$ cat src/design/ecpm_pkg.sv
// Package: register map, field positions, modes and timing constants for the ECP mode controller
package ecpm_pkg;
   // ----------------------------------------------------------------
   // Register byte addresses (AXI4-Lite, one aligned word each)
   // ----------------------------------------------------------------
   localparam logic [12:0] ADDR_DATA = 13'h0000;
   localparam logic [12:0] ADDR_STATUS = 13'h0004;
   localparam logic [12:0] ADDR_CONTROL = 13'h0008;
   localparam logic [12:0] ADDR_CMD_PORT = 13'h000C;
   localparam logic [12:0] ADDR_OPTION = 13'h0010;
   // Index 0x400 and up times four needs 13 address bits
   localparam logic [12:0] IDX_FIFO_CFGA = 13'h0400;
   localparam logic [12:0] IDX_CFGB = 13'h0401;
   localparam logic [12:0] ADDR_FIFO_CFGA = IDX_FIFO_CFGA << 2;
   localparam logic [12:0] ADDR_CFGB = IDX_CFGB << 2;
   localparam logic [12:0] ADDR_EXT_CTRL = 13'h0402 << 2;
   // ----------------------------------------------------------------
   // Fields
   // ----------------------------------------------------------------
   localparam int EXT_MODE_LSB = 5;
   localparam int EXT_FULL_BIT = 1;
   localparam int EXT_EMPTY_BIT = 0;
   localparam int CTL_DIR_BIT = 5;
   localparam int CFGB_IRQ_LSB = 3;
   localparam logic [7:0] CFGA_VALUE = 8'h10;
   localparam logic [7:0] CTRL_RESET = 8'h00;
   localparam logic [7:0] EXT_RESET = 8'h00;
   localparam logic [3:0] IRQ_RESET = 4'h0;
   localparam logic [1:0] DMA_RESET = 2'h0;
   localparam int FIFO_DEPTH = 16;
   localparam logic [4:0] FIFO_DEPTH_CNT = 5'h10;
   // ----------------------------------------------------------------
   // Modes
   // ----------------------------------------------------------------
   localparam logic [2:0] MODE_STD = 3'h0;
   localparam logic [2:0] MODE_BIDIR = 3'h1;
   localparam logic [2:0] MODE_FIFO = 3'h2;
   localparam logic [2:0] MODE_ECP = 3'h3;
   localparam logic [2:0] MODE_EPP = 3'h4;
   localparam logic [2:0] MODE_TEST = 3'h6;
   localparam logic [2:0] MODE_CFG = 3'h7;
   // ----------------------------------------------------------------
   // Handshake timing
   // ----------------------------------------------------------------
   localparam int STROBE_NS = 500;
   localparam int CLK_MHZ = 200;
   localparam logic [7:0] STROBE_CYC = 8'((STROBE_NS * CLK_MHZ + 999) / 1000);
   localparam logic [1:0] AXI_OKAY = 2'h0;
   localparam logic [1:0] AXI_SLVERR = 2'h2;
   typedef enum logic [2:0] {ECPM_IDLE, ECPM_SETUP, ECPM_STROBE, ECPM_WAITACK, ECPM_REV_ACK, ECPM_REV_REL} ecpm_hs_e;
endpackage : ecpm_pkg

$ cat src/design/ecpm_mode_ctrl.sv
// Extended-capability parallel port mode controller with AXI4-Lite register slave
//
// Summary of operation
// - Extended control bit 0 reads 1 when FIFO empty, else 0.
// - Mode 000 holds FIFO in reset, control lines open-collector, direction ignored.
// - Mode 001 direction tri-states data; data reads return live pins; push-pull.
// - Mode 010 sends FIFO bytes with compatibility handshake, forward only.
// - Mode 011 forward: data and command writes share one FIFO, sent via ECP.
// - Mode 011 reverse: peripheral bytes handshaken into the FIFO for host reads.
// - Mode 100 selects enhanced port only when option bit enabled; push-pull.
// - Mode 110 lets host write and read FIFO; nothing transmitted.
// - Mode 111 maps configuration A and B at 0x400 and 0x401.
// - Config B bits 5:3 encode the interrupt line per fixed table.
// - Config B bits 2:0 encode the DMA channel per fixed table.
// - Automatic handshaking runs only in modes 010 and 011, starting on entry.
// - Software drains FIFO first; device deasserts handshake outputs before switching back.
// - Leaving ECP reverse for mode 000 or 001 discards extra bytes and drops host acknowledge at once.
// - No glitches on handshake outputs across mode changes.
// - Command port bytes go as commands, data port bytes as data; commands forward only.
// - All FIFO transfers are exactly one byte wide.
// - Reverse direction keeps filling FIFO; host reads data port while not empty.
// - Mode field is bits 7:5 of extended control, readable and writable.
// - Forward host acknowledge high for data, low for commands.
`timescale 1ns/1ps
module ecpm_mode_ctrl (
   input wire logic sys_clk,
   input wire logic resetn,
   input wire logic clkEn,
   input wire logic [12:0] s_axi_awaddr,
   input wire logic s_axi_awvalid,
   output logic s_axi_awready,
   input wire logic [31:0] s_axi_wdata,
   input wire logic [3:0] s_axi_wstrb,
   input wire logic s_axi_wvalid,
   output logic s_axi_wready,
   output logic [1:0] s_axi_bresp,
   output logic s_axi_bvalid,
   input wire logic s_axi_bready,
   input wire logic [12:0] s_axi_araddr,
   input wire logic s_axi_arvalid,
   output logic s_axi_arready,
   output logic [31:0] s_axi_rdata,
   output logic [1:0] s_axi_rresp,
   output logic s_axi_rvalid,
   input wire logic s_axi_rready,
   input wire logic [3:0] irqLineSel,
   input wire logic [1:0] dmaChanSel,
   input wire logic irqLevel,
   input wire logic [7:0] pdIn,
   output logic [7:0] pdOut,
   output logic pdOe,
   input wire logic busyIn,
   input wire logic peripAckLowIn,
   input wire logic faultLowIn,
   input wire logic selectIn,
   input wire logic perrorIn,
   output logic strobeOutLow,
   output logic hostAckOutLow,
   output logic initOutLow,
   output logic selectInOutLow,
   output logic ctlOe,
   output logic ctlPushPull,
   output logic eppActive
);
   import ecpm_pkg::*;

   // ----------------------------------------------------------------
   // Pin synchronisers: change counts once stages 2 and 3 agree
   // ----------------------------------------------------------------
   logic [13:0] syncA_ff, syncB_ff, syncC_ff, pinStable_ff;
   wire [13:0] rawPins = {irqLevel, pdIn, busyIn, peripAckLowIn, faultLowIn, selectIn, perrorIn};
   wire [13:0] nxt_pinStable;
   genvar gi;
   generate
      for (gi = 0; gi < 14; gi++) begin : g_sync
         assign nxt_pinStable[gi] = (syncB_ff[gi] == syncC_ff[gi]) ? syncC_ff[gi] : pinStable_ff[gi];
      end
   endgenerate
   always_ff @(posedge sys_clk) begin
      if (!resetn) begin
         syncA_ff <= 14'h0000;
         syncB_ff <= 14'h0000;
         syncC_ff <= 14'h0000;
         pinStable_ff <= 14'h0000;
      end else if (clkEn) begin
         syncA_ff <= rawPins;
         syncB_ff <= syncA_ff;
         syncC_ff <= syncB_ff;
         pinStable_ff <= nxt_pinStable;
      end
   end
   wire [7:0] pdLive = pinStable_ff[12:5];
   wire busyS = pinStable_ff[4];
   wire peripAckLowS = pinStable_ff[3];
   wire [7:0] statusByte = {~busyS, peripAckLowS, pinStable_ff[0], pinStable_ff[1], pinStable_ff[2], 3'h0};

   // ----------------------------------------------------------------
   // Registers
   // ----------------------------------------------------------------
   logic [7:0] dataReg_ff, ctrlReg_ff, extReg_ff;
   logic eppOption_ff;
   logic [2:0] mode;
   assign mode = extReg_ff[7:5];
   wire dirIn = ctrlReg_ff[CTL_DIR_BIT] && (mode != MODE_STD) && (mode != MODE_FIFO);
   wire autoMode = (mode == MODE_FIFO) || (mode == MODE_ECP);

   // ----------------------------------------------------------------
   // Shared FIFO; bit 8 tags command bytes
   // ----------------------------------------------------------------
   logic [8:0] fifoMem [FIFO_DEPTH];
   logic [3:0] wrPtr_ff, rdPtr_ff;
   logic [4:0] count_ff;
   logic [7:0] lastRd_ff;
   wire fifoEmpty = (count_ff == 5'h00);
   wire fifoFull = (count_ff == FIFO_DEPTH_CNT);
   wire [8:0] fifoHead = fifoMem[rdPtr_ff];

   // ----------------------------------------------------------------
   // AXI4-Lite decode
   // ----------------------------------------------------------------
   logic [12:0] awAddr_ff;
   logic awHeld_ff, wHeld_ff;
   logic [31:0] wData_ff;
   logic [3:0] wStrb_ff;
   wire doWrite = awHeld_ff && wHeld_ff && !s_axi_bvalid;
   wire wrLane0 = wStrb_ff[0];
   wire [7:0] wByte = wData_ff[7:0];
   wire cfgMode = (mode == MODE_CFG);
   wire hostFifoMode = (mode == MODE_FIFO) || (mode == MODE_TEST) || (mode == MODE_ECP && !dirIn);
   wire wrData = doWrite && wrLane0 && awAddr_ff == ADDR_DATA;
   wire wrCtrl = doWrite && wrLane0 && awAddr_ff == ADDR_CONTROL;
   wire wrExt = doWrite && wrLane0 && awAddr_ff == ADDR_EXT_CTRL;
   wire wrOpt = doWrite && wrLane0 && awAddr_ff == ADDR_OPTION;
   // in config mode the FIFO port address is config A, read-only
   wire wrFifoData = doWrite && wrLane0 && awAddr_ff == ADDR_FIFO_CFGA && !cfgMode && hostFifoMode;
   wire wrFifoCmd = doWrite && wrLane0 && awAddr_ff == ADDR_CMD_PORT && mode == MODE_ECP && !dirIn;
   wire wrKnown = awAddr_ff == ADDR_DATA || awAddr_ff == ADDR_STATUS || awAddr_ff == ADDR_CONTROL
                  || awAddr_ff == ADDR_CMD_PORT || awAddr_ff == ADDR_OPTION || awAddr_ff == ADDR_FIFO_CFGA
                  || awAddr_ff == ADDR_CFGB || awAddr_ff == ADDR_EXT_CTRL;

   function automatic logic [2:0] irqCode(input logic [3:0] line);
      case (line)
         4'hF: irqCode = 3'h6;
         4'hE: irqCode = 3'h5;
         4'hB: irqCode = 3'h4;
         4'hA: irqCode = 3'h3;
         4'h9: irqCode = 3'h2;
         4'h7: irqCode = 3'h1;
         4'h5: irqCode = 3'h7;
         default: irqCode = 3'h0;
      endcase
   endfunction : irqCode

   wire [2:0] dmaCode = {1'b0, dmaChanSel};
   wire [7:0] cfgB = {1'b0, pinStable_ff[13], irqCode(irqLineSel), dmaCode};

   wire [7:0] extRead = {extReg_ff[7:2], fifoFull, fifoEmpty};
   wire rdFifoAddr = s_axi_araddr == ADDR_FIFO_CFGA;
   wire rdFifo = s_axi_arvalid && s_axi_arready && rdFifoAddr && !cfgMode
                 && (mode == MODE_TEST || (mode == MODE_ECP && dirIn));
   wire [7:0] rdByte =
      (s_axi_araddr == ADDR_DATA) ? ((mode == MODE_BIDIR) ? pdLive : dataReg_ff) :
      (s_axi_araddr == ADDR_STATUS) ? statusByte :
      (s_axi_araddr == ADDR_CONTROL) ? {2'h0, ctrlReg_ff[5:0]} :
      (s_axi_araddr == ADDR_OPTION) ? {7'h00, eppOption_ff} :
      (rdFifoAddr && cfgMode) ? CFGA_VALUE :
      (rdFifoAddr) ? (fifoEmpty ? lastRd_ff : fifoHead[7:0]) :
      (s_axi_araddr == ADDR_CFGB && cfgMode) ? cfgB :
      (s_axi_araddr == ADDR_EXT_CTRL) ? extRead : 8'h00;
   wire rdKnown = s_axi_araddr == ADDR_DATA || s_axi_araddr == ADDR_STATUS || s_axi_araddr == ADDR_CONTROL
                  || s_axi_araddr == ADDR_OPTION || rdFifoAddr || s_axi_araddr == ADDR_CFGB
                  || s_axi_araddr == ADDR_EXT_CTRL || s_axi_araddr == ADDR_CMD_PORT;

   always_ff @(posedge sys_clk) begin
      if (!resetn) begin
         s_axi_awready <= 1'b0;
         s_axi_wready <= 1'b0;
         awHeld_ff <= 1'b0;
         wHeld_ff <= 1'b0;
         awAddr_ff <= 13'h0000;
         wData_ff <= 32'h0000_0000;
         wStrb_ff <= 4'h0;
         s_axi_bvalid <= 1'b0;
         s_axi_bresp <= AXI_OKAY;
         s_axi_arready <= 1'b0;
         s_axi_rvalid <= 1'b0;
         s_axi_rdata <= 32'h0000_0000;
         s_axi_rresp <= AXI_OKAY;
      end else if (clkEn) begin
         s_axi_awready <= !awHeld_ff && !s_axi_awready && s_axi_awvalid;
         s_axi_wready <= !wHeld_ff && !s_axi_wready && s_axi_wvalid;
         if (s_axi_awvalid && s_axi_awready) begin
            awHeld_ff <= 1'b1;
            awAddr_ff <= s_axi_awaddr;
         end
         if (s_axi_wvalid && s_axi_wready) begin
            wHeld_ff <= 1'b1;
            wData_ff <= s_axi_wdata;
            wStrb_ff <= s_axi_wstrb;
         end
         if (doWrite) begin
            s_axi_bvalid <= 1'b1;
            s_axi_bresp <= wrKnown ? AXI_OKAY : AXI_SLVERR;
         end else if (s_axi_bvalid && s_axi_bready) begin
            s_axi_bvalid <= 1'b0;
            awHeld_ff <= 1'b0;
            wHeld_ff <= 1'b0;
         end
         s_axi_arready <= !s_axi_arready && !s_axi_rvalid && s_axi_arvalid;
         if (s_axi_arvalid && s_axi_arready) begin
            s_axi_rvalid <= 1'b1;
            s_axi_rdata <= {24'h00_0000, rdByte};
            s_axi_rresp <= rdKnown ? AXI_OKAY : AXI_SLVERR;
         end else if (s_axi_rvalid && s_axi_rready) begin
            s_axi_rvalid <= 1'b0;
         end
      end
   end

   // ----------------------------------------------------------------
   // Software registers
   // ----------------------------------------------------------------
   always_ff @(posedge sys_clk) begin
      if (!resetn) begin
         dataReg_ff <= 8'h00;
         ctrlReg_ff <= CTRL_RESET;
         extReg_ff <= EXT_RESET;
         eppOption_ff <= 1'b0;
      end else if (clkEn) begin
         if (wrData)
            dataReg_ff <= wByte;
         if (wrCtrl)
            ctrlReg_ff <= {2'h0, wByte[5:0]};
         if (wrExt)
            extReg_ff <= {wByte[7:2], 2'h0};
         if (wrOpt)
            eppOption_ff <= wByte[0];
      end
   end

   // ----------------------------------------------------------------
   // Handshake engine
   // ----------------------------------------------------------------
   ecpm_hs_e state_ff;
   logic [7:0] timer_ff;
   logic [7:0] txByte_ff;
   logic txCmd_ff;
   logic hsStrobe_ff, hsAck_ff;
   wire fwdRun = autoMode && !dirIn;
   wire revRun = mode == MODE_ECP && dirIn;
   wire popFwd = state_ff == ECPM_IDLE && fwdRun && !fifoEmpty;
   wire revCapture = state_ff == ECPM_REV_ACK && !hsAck_ff && revRun;
   wire timerDone = timer_ff == 8'h00;

   always_ff @(posedge sys_clk) begin
      if (!resetn) begin
         state_ff <= ECPM_IDLE;
         timer_ff <= 8'h00;
         txByte_ff <= 8'h00;
         txCmd_ff <= 1'b0;
         hsStrobe_ff <= 1'b0;
         hsAck_ff <= 1'b0;
      end else if (clkEn) begin
         if (!autoMode) begin
            // Abort any transfer; reverse bytes in flight are dropped
            state_ff <= ECPM_IDLE;
            hsStrobe_ff <= 1'b0;
            hsAck_ff <= 1'b0;
         end else begin
            if (timer_ff != 8'h00)
               timer_ff <= timer_ff - 8'h01;
            case (state_ff)
               ECPM_IDLE: begin
                  if (popFwd) begin
                     txByte_ff <= fifoHead[7:0];
                     txCmd_ff <= fifoHead[8];
                     timer_ff <= STROBE_CYC;
                     state_ff <= ECPM_SETUP;
                  end else if (revRun && !fifoFull && !peripAckLowS) begin
                     state_ff <= ECPM_REV_ACK;
                  end
               end
               ECPM_SETUP: begin
                  if (timerDone && !busyS) begin
                     hsStrobe_ff <= 1'b1;
                     timer_ff <= STROBE_CYC;
                     state_ff <= ECPM_STROBE;
                  end
               end
               ECPM_STROBE: begin
                  if (timerDone) begin
                     hsStrobe_ff <= 1'b0;
                     state_ff <= ECPM_WAITACK;
                  end
               end
               ECPM_WAITACK: begin
                  if (!busyS)
                     state_ff <= ECPM_IDLE;
               end
               ECPM_REV_ACK: begin
                  // Byte taken on entry; release waits for the peripheral to lift its ack
                  if (!hsAck_ff) begin
                     hsAck_ff <= 1'b1;
                  end else if (peripAckLowS) begin
                     hsAck_ff <= 1'b0;
                     state_ff <= ECPM_REV_REL;
                  end
               end
               ECPM_REV_REL: state_ff <= ECPM_IDLE;
               default: state_ff <= ECPM_IDLE;
            endcase
         end
      end
   end
   // ----------------------------------------------------------------
   // FIFO pointers; mode 000 holds it in reset
   // ----------------------------------------------------------------
   wire doPush = (wrFifoData || wrFifoCmd || revCapture) && !fifoFull;
   wire doPop = popFwd || (rdFifo && !fifoEmpty);
   wire [8:0] pushWord = revCapture ? {1'b0, pdLive} : {wrFifoCmd, wByte};
   always_ff @(posedge sys_clk) begin
      if (!resetn || (clkEn && (mode == MODE_STD || (mode == MODE_BIDIR && dirIn)))) begin
         wrPtr_ff <= 4'h0;
         rdPtr_ff <= 4'h0;
         count_ff <= 5'h00;
         lastRd_ff <= 8'h00;
      end else if (clkEn) begin
         if (doPush) begin
            fifoMem[wrPtr_ff] <= pushWord;
            wrPtr_ff <= wrPtr_ff + 4'h1;
         end
         if (doPop) begin
            rdPtr_ff <= rdPtr_ff + 4'h1;
            lastRd_ff <= fifoHead[7:0];
         end
         count_ff <= count_ff + {4'h0, doPush} - {4'h0, doPop};
      end
   end

   // ----------------------------------------------------------------
   // Pin drivers, all registered to stay glitch free
   // ----------------------------------------------------------------
   wire hsOwn = autoMode && state_ff != ECPM_IDLE;
   wire nxtStrobeLow = autoMode ? !hsStrobe_ff : !ctrlReg_ff[0];
   // forward host ack high for data, low for commands
   wire nxtAckLow = (mode == MODE_ECP) ? (dirIn ? !hsAck_ff : !(hsOwn && txCmd_ff)) : !ctrlReg_ff[1];
   always_ff @(posedge sys_clk) begin
      if (!resetn) begin
         pdOut <= 8'h00;
         pdOe <= 1'b1;
         strobeOutLow <= 1'b1;
         hostAckOutLow <= 1'b1;
         initOutLow <= 1'b0;
         selectInOutLow <= 1'b1;
         ctlOe <= 1'b1;
         ctlPushPull <= 1'b0;
         eppActive <= 1'b0;
      end else if (clkEn) begin
         pdOut <= hsOwn ? txByte_ff : dataReg_ff;
         pdOe <= !dirIn;
         strobeOutLow <= nxtStrobeLow;
         hostAckOutLow <= nxtAckLow;
         initOutLow <= ctrlReg_ff[2];
         selectInOutLow <= !ctrlReg_ff[3];
         ctlPushPull <= mode != MODE_STD;
         // Any of the four lines pulled low needs the open-collector driver on
         ctlOe <= (mode != MODE_STD) || !(nxtStrobeLow && nxtAckLow && ctrlReg_ff[2] && !ctrlReg_ff[3]);
         eppActive <= mode == MODE_EPP && eppOption_ff;
      end
   end

   // ----------------------------------------------------------------
   // Checks
   // ----------------------------------------------------------------
   AST_EMPTY_FLAG: assert property (@(posedge sys_clk) disable iff (!resetn) extRead[0] == (count_ff == 5'h00))
      else $error("empty flag disagrees with FIFO count");
   AST_STD_FIFO_RESET: assert property (@(posedge sys_clk) disable iff (!resetn)
      (clkEn && mode == MODE_STD) |=> count_ff == 5'h00)
      else $error("FIFO not held in reset in standard mode");
   AST_STD_DIR_OUT: assert property (@(posedge sys_clk) disable iff (!resetn)
      (clkEn && mode == MODE_STD) |=> pdOe)
      else $error("data drivers disabled in standard mode");
   AST_NO_AUTO_HS: assert property (@(posedge sys_clk) disable iff (!resetn)
      (clkEn && !autoMode) |=> state_ff == ECPM_IDLE && !hsStrobe_ff)
      else $error("handshake active outside auto modes");
   AST_TEST_NO_TX: assert property (@(posedge sys_clk) disable iff (!resetn)
      (mode == MODE_TEST) |-> !popFwd)
      else $error("test mode transmitted a byte");
   AST_REV_ACK_DROP: assert property (@(posedge sys_clk) disable iff (!resetn)
      (clkEn && $past(clkEn) && $past(revRun) && !revRun && !autoMode) |=> hostAckOutLow == !ctrlReg_ff[1])
      else $error("host ack not released on leaving reverse mode");
   AST_EPP_GATE: assert property (@(posedge sys_clk) disable iff (!resetn)
      (clkEn && !eppOption_ff) |=> !eppActive)
      else $error("enhanced mode active without option");
   AST_CMD_TAG: assert property (@(posedge sys_clk) disable iff (!resetn)
      (clkEn && wrFifoCmd && !fifoFull && !revCapture) |=> fifoMem[$past(wrPtr_ff)][8])
      else $error("command byte not tagged");
   AST_CFG_READ: assert property (@(posedge sys_clk) disable iff (!resetn)
      (clkEn && s_axi_arvalid && s_axi_arready && rdFifoAddr && cfgMode) |=> s_axi_rdata[7:0] == CFGA_VALUE)
      else $error("config A not returned in config mode");
endmodule : ecpm_mode_ctrl

$ cat config.mk
export PLATFORM = sky130hd
export DESIGN_NAME = ecpm_mode_ctrl
export DESIGN_NICKNAME = d
export VERILOG_FILES = /design/src/design/ecpm_pkg.sv /design/src/design/ecpm_mode_ctrl.sv
export SDC_FILE = /design/constraint.sdc
export NUM_CORES = 1
export LEC_CHECK = 0
export BUFFER_PORTS_ARGS = -buffer_cell sky130_fd_sc_hd__buf_2
export CAP_MARGIN = 40
export CORE_ASPECT_RATIO = 0.5
export CORE_MARGIN = 2
export CORE_UTILIZATION = 50
export CTS_CLUSTER_DIAMETER = 80
export DETAILED_ROUTE_END_ITERATION = 7
export PLACE_DENSITY = 0.74
export SETUP_SLACK_MARGIN = 0.5
export SLEW_MARGIN = 10
export SYNTH_ARGS = -nofsm -noshare
export SYNTH_HDL_FRONTEND = slang
export SYNTH_SLANG_ARGS = --single-unit
$ cat constraint.sdc
create_clock -name sys_clk -period 4.55 [get_ports sys_clk]
set_input_delay 0.2275 -clock sys_clk [delete_from_list [all_inputs] [get_ports sys_clk]]
set_output_delay 0.2275 -clock sys_clk [all_outputs]
set_load 0.01 [all_outputs]
# Yosys cells after proc, flatten, opt, wreduce, memory -nomap -nowiden
# Memory sizes are Yosys's and may differ from the RTL's. A register that Yosys moved wholly into a read port is not among the register bits.
# Cells that the tools add are included.
dict set report word_totals {
  reg_bits 177
  latch_bits 0
  mem_bits_rw 144
  mem_bits_ro 0
  out_inout_bits 57
  memories 1
}
dict set report classes {
  addsub 5
  multipliers 0
  n_div 0
  magnitude_cmp 0
  eq_ne 55
  shifts 0
  mux 55
  bitwise_logic 1
  n_reduce_logical 138
}
# memory words word_bits rd rd_clocked_by_memory_dff wr line_no
set memory_table {}
lappend memory_table {fifoMem 16 9 1 1 1 ecpm_mode_ctrl.sv:110} ;# logic [8:0] fifoMem [FIFO_DEPTH];
# operator n
set ops {}
lappend ops {{$mux W8} 14}
lappend ops {{$eq A13 B13 Y1 const B} 6}
lappend ops {{$reduce_and A2 Y1} 28}
lappend ops {{$eq A13 B4 Y1 const B} 4}
lappend ops {{$logic_and A1 B1 Y1} 51}
lappend ops {{$eq A13 B3 Y1 const B} 2}
lappend ops {{$eq A13 B5 Y1 const B} 2}
lappend ops {{$logic_not A13 Y1} 2}
lappend ops {{$logic_or A1 B1 Y1} 24}
lappend ops {{$mux W1} 24}
lappend ops {{$mux W3} 8}
lappend ops {{$logic_not A1 Y1} 21}
lappend ops {{$pmux W3 S7} 1}
lappend ops {{$eq A4 B4 Y1 const B} 5}
lappend ops {{$pmux W8 S2} 1}
lappend ops {{$ne A3 B3 Y1 const B} 5}
lappend ops {{$pmux W3 S5} 1}
lappend ops {{$eq A1 B1 Y1} 14}
lappend ops {{$eq A3 B2 Y1 const B} 4}
lappend ops {{$eq A3 B3 Y1 const B} 4}
lappend ops {{$mux W9} 1}
lappend ops {{$add A4 B1 Y4 const B} 2}
lappend ops {{$eq A4 B3 Y1 const B} 2}
lappend ops {{$logic_not A8 Y1} 1}
lappend ops {{20 further kinds} 27}

# Depth between registers and ports, before layout
dict set report depth {
  depth_word 14
  depth_mapped 17
}

# Worst setup path before layout
# OpenSTA, ideal clock, no wires.
dict set report synth_path {
  kind {reg2reg}
  startpoint {reg state_ff[1]}
  endpoint {reg count_ff[4]}
  setup_ns 0.128
  t_arrival_ns 3.233
  t_required_ns 4.422
  setup_slack_ns 1.190
  path_stages_with_launch 18
  path_buffers 2
  cell_sequence {dfxtp_1 > clkbuf_1 > nor2_1 > nand2_1 > nor4_1 > clkbuf_1 > o21bai_1 > ha_1 > inv_1 > ha_1 > inv_1 > fa_1 > nand2b_1 > a21oi_1 > nor3_1 > o21ai_0 > xor2_1 > nor2_1}
}
dict set report synth_between {
  elab_chain_len 7
  elab_cells_between_ends 11
}
# element line_no
set synth_lines {}
lappend synth_lines {{start: declaration} ecpm_mode_ctrl.sv:244} ;# ecpm_hs_e state_ff;
lappend synth_lines {{start signal: assignment} ecpm_mode_ctrl.sv:257} ;# state_ff <= ECPM_IDLE;
lappend synth_lines {{start signal: assignment} ecpm_mode_ctrl.sv:266} ;# state_ff <= ECPM_IDLE;
lappend synth_lines {{start signal: assignment} ecpm_mode_ctrl.sv:278} ;# state_ff <= ECPM_SETUP;
lappend synth_lines {{$eq A3 B3 Y1} ecpm_mode_ctrl.sv:252} ;# wire revCapture = state_ff == ECPM_REV_ACK && !hsAck_ff && revRun;
lappend synth_lines {{$logic_and A1 B1 Y1 (2 in series)} ecpm_mode_ctrl.sv:252}
lappend synth_lines {{$logic_or A1 B1 Y1} ecpm_mode_ctrl.sv:318} ;# wire doPush = (wrFifoData || wrFifoCmd || revCapture) && !fifoFull;
lappend synth_lines {{$logic_and A1 B1 Y1} ecpm_mode_ctrl.sv:318}
lappend synth_lines {{$add A5 B1 Y5} ecpm_mode_ctrl.sv:336} ;# count_ff <= count_ff + {4'h0, doPush} - {4'h0, doPop};
lappend synth_lines {{$sub A5 B1 Y5 *} ecpm_mode_ctrl.sv:336}
lappend synth_lines {{end signal: assignment} ecpm_mode_ctrl.sv:336}
lappend synth_lines {{end: declaration} ecpm_mode_ctrl.sv:112} ;# logic [4:0] count_ff;
# Every way passes the cells marked *; elsewhere a longest branch is shown, timed or not.
# A chain may end at the register's enable or synchronous reset.

# Worst setup path after layout
dict set report layout_path {
  startpoint {reg extReg_ff[6]}
  endpoint {reg count_ff[4]}
}
dict set report layout_between {
  elab_chain_len 12
  elab_cells_between_ends 39
}
# element line_no
set layout_lines {}
lappend layout_lines {{start: declaration} ecpm_mode_ctrl.sv:100} ;# logic [7:0] dataReg_ff, ctrlReg_ff, extReg_ff;
lappend layout_lines {{start signal: assignment} ecpm_mode_ctrl.sv:235} ;# extReg_ff <= {wByte[7:2], 2'h0};
lappend layout_lines {{$reduce_bool A3 Y1} ecpm_mode_ctrl.sv:104} ;# wire dirIn = ctrlReg_ff[CTL_DIR_BIT] && (mode != MODE_STD) && (mode != MODE_FIFO);
lappend layout_lines {{$logic_and A1 B1 Y1 (2 in series)} ecpm_mode_ctrl.sv:104}
lappend layout_lines {{$logic_not A1 Y1} {ecpm_mode_ctrl.sv:129, ecpm_mode_ctrl.sv:136, ecpm_mode_ctrl.sv:249}}
lappend layout_lines {{$logic_and A1 B1 Y1} ecpm_mode_ctrl.sv:129} ;# wire hostFifoMode = (mode == MODE_FIFO) || (mode == MODE_TEST) || (mode == MODE_ECP && !dirIn);
lappend layout_lines {{$logic_or A1 B1 Y1} ecpm_mode_ctrl.sv:129}
lappend layout_lines {{$logic_and A1 B1 Y1} ecpm_mode_ctrl.sv:135} ;# wire wrFifoData = doWrite && wrLane0 && awAddr_ff == ADDR_FIFO_CFGA && !cfgMode && hostFifoMode;
lappend layout_lines {{$logic_or A1 B1 Y1 (2 in series)} ecpm_mode_ctrl.sv:318}
lappend layout_lines {{$logic_and A1 B1 Y1} ecpm_mode_ctrl.sv:318}
lappend layout_lines {{$add A5 B1 Y5} ecpm_mode_ctrl.sv:336}
lappend layout_lines {{$sub A5 B1 Y5} ecpm_mode_ctrl.sv:336}
# Several ways; a longest one is shown, not always the timed one.

==> reports/results.tsv <==
metric	value	unit
crit path launch	extReg_ff[6]$_SDFFE_PN0P_	
Setup Viol. Count Final	0	
number of synthesized flops with an enable pin	144	
DIE WIDTH	242	um
Post-synth top cells	dfxtp_1, edfxtp_1, nand2_1, nor2_1, a21oi_1	
Fillers	2253	
clock latency on the worst-skew pair	0.57	ns
clock skew	0.0227	ns
GRT overflow	0	
status	complete, no violations	
Row Count	43	
Final Core Density	0.583	
Seq/Total Area, Yosys	0.558	
vias in the first global route	9958	
commonest register cell after synthesis	dfxtp_1	
Distinct cells, synth	72	
drt via density	5.78	
max_cap viols	0	
Post-Synthesis Cell Area	14200	sq um
Final Critical Period	3.62	ns
type of element launching the critical path	flip-flop	
hold path startpoint	s_axi_bready	
CP arrival	4.07	ns
layout cells sized above 1	0.156	
RSZ-0062 raised after global routing	no	
FMAX	0.276	GHz
post-DR wirelength/cell	19.6	um
Final Hold Viols	0	
total clock sinks	323	
worst r2r src	extReg_ff[6]$_SDFFE_PN0P_	
period utilization	0.797	
via count	10400	
post-synthesis async set-or-reset flop share	0	
gpl congestion	0.904	
HP Class	in -> reg	
final wirelength	35200	um
M1 GR Usage	0.309	
Total GRT Usage	0.236	
CTS buffer count	28	
DP Wirelength	23300	um
Root Driver	clkbuf_16	
global-route wire length before repair	54600	um
die area	29800	sq um
Worst slew margin	0.372	
postcts setup bufs	0	
DR iter-0 viols	1147	
post-synth top area share	0.305	
Hold Crit Depth	4	
WS Path Type	reg -> reg	
Synth area leaders	edfxtp_1, dfxtp_1, mux4_2	
R2R cell count	14	
clock slew at reported path FFs	0.07	ns
Port-buffer cells	93	
grt met3 use	0.0434	
Peak VDD IR	0.285	mV
setup TNS	0	ns
Die Y	123	um
Synth Register Bits	323	
top-count cell post-synth	dfxtp_1	
CTS tree	built	
Slew Limit Fails	0	
Post-Syn Instances	1300	
initial antenna violation count	0	
Syn Area/Cell	10.9	sq um
Worst Path Required	5.00	ns
boundary pin count	147	
initial core utilization	0.510	
Core ar.	27800	sq um
worst slew pin tran	0.942	ns
Synth warnings	0	
H-tree depth	1	
Critical Path Fanout Max	14	
ANT cells	0	
Clock Path Buffers	3	
router iterations before antenna repair	5	
area grow syn2layout	14.4	%
largest net degree at the start of global routing	77	
final routed DRC violation total	0	
endpoint class of the critical path	flip-flop	
met2 usage	0.400	
Final nets	1501	
pwr dens	361	nW/um^2
Synth area leader	edfxtp_1	
antenna viol nets, final	0	
busiest layer in global routing	met2	
LEAKAGE	5.79	nW
layer usage:
layer  vias to the layer above  part of all wire
met3                        70             0.070
met1                      5067              0.42
met4                         0             0.029
li1                       4862                 -
met5                         -                 0
met2                       407              0.48
timing repair:
| action | CTS | global route |
|---|---|---|
| gates resized for setup | 0 | 2 |
| endpoints found under the setup margin | 0 | 1 |
| hold buffers | 37 | 0 |
| endpoints found under the hold margin | 37 | 0 |
layout by cell type (no fill, tap or decap), types with 17 or more instances in the layout:
cell,count
a21oi_1,93
dlygate4sd3_1,37
buf_2,92
nand3_1,36
mux4_2,37
nor2_1,137
inv_1,24
clkbuf_16,29
mux2i_1,75
and2_1,28
o21ai_0,70
edfxtp_1,144
nand2_1,137
dfxtp_1,177
buf_4,17
conb_1,26
worst max-delay path: stages, from the launching register on:
cell      delay, ns
dfxtp_1        0.68
nor2b_1        0.52
and4_1         0.41
a31o_2         0.16
ha_1           0.22
inv_1          0.05
ha_1           0.16
inv_1          0.05
fa_1           0.39
nand2b_1       0.17
a21oi_1        0.20
nor3_1         0.06
o21ai_0        0.22
xor2_1         0.18
nor2_1         0.05
final cells by class:
| type | instances | area (sq um) | share of cell area |
|---|---|---|---|
| tap | 382 | 478 | 0.0295 |
| clock buffer | 35 | 778 | 0.0480 |
| sequential | 323 | 7910 | 0.488 |
| timing repair buffer | 148 | 981 | 0.0605 |
| multi-input combinational | 870 | 5760 | 0.355 |
| inverter | 26 | 100 | 0.00617 |
| clock inverter | 16 | 208 | 0.0128 |
cell families after synthesis:
kind of cell / after synthesis / synth area share
other cells: 1 / 0.000265
compound gates: 249 / 0.105
buf+inv: 132 / 0.0430
flops: 323 / 0.558
fa+ha+maj: 14 / 0.0129
simple gates: 447 / 0.154
mux: 123 / 0.120
xor+xnor: 11 / 0.00680
path summary, 6_finish.rpt:
path / endpoint / slack, ns
min: s_axi_bvalid$_SDFFE_PN0P_ / 0.03
max reg2reg: count_ff[4]$_SDFFE_PP0P_ / 0.93
min reg2reg: pinStable_ff[13]$_SDFFE_PN0P_ / 0.46
max: count_ff[4]$_SDFFE_PP0P_ / 0.93
stage by stage:
step | setup slack [ns] | hold slack [ns] | cells | instance area (sq um) | total power, mW
6_report | 0.926 | 0.0349 | 1800 | 16200 | 5.86
5_1_grt | 0.544 | 0.0171 | 1800 | 16200 | 6.04
3_3_place_gp | 0.961 | 0.444 | 1709 | 14800 | 3.33
3_5_place_dp | 0.853 | 0.449 | 1711 | 14800 | 3.33
2_1_floorplan | 1.19 | 0.363 | 1325 | 14300 | 3.27
4_1_cts | 0.838 | 0.00374 | 1799 | 16200 | 5.88
flip-flops by register name, indices dropped and copies added (netlist names), 13 cells and up, named ones only:
register      flops
awAddr_ff        13
syncC_ff         14
pinStable_ff     14
fifoMem         144
syncA_ff         14
syncB_ff         14
power by group:
part | internal [mW] | leakage [nW] | total [mW] | switching (mW)
logic | 0.0997 | 2.62 | 0.247 | 0.147
registers | 3.03 | 2.69 | 3.05 | 0.0205
clock network | 1.49 | 0.478 | 2.56 | 1.06
total | 4.63 | 5.79 | 5.86 | 1.23
Power figures use the tool's default switching activity.
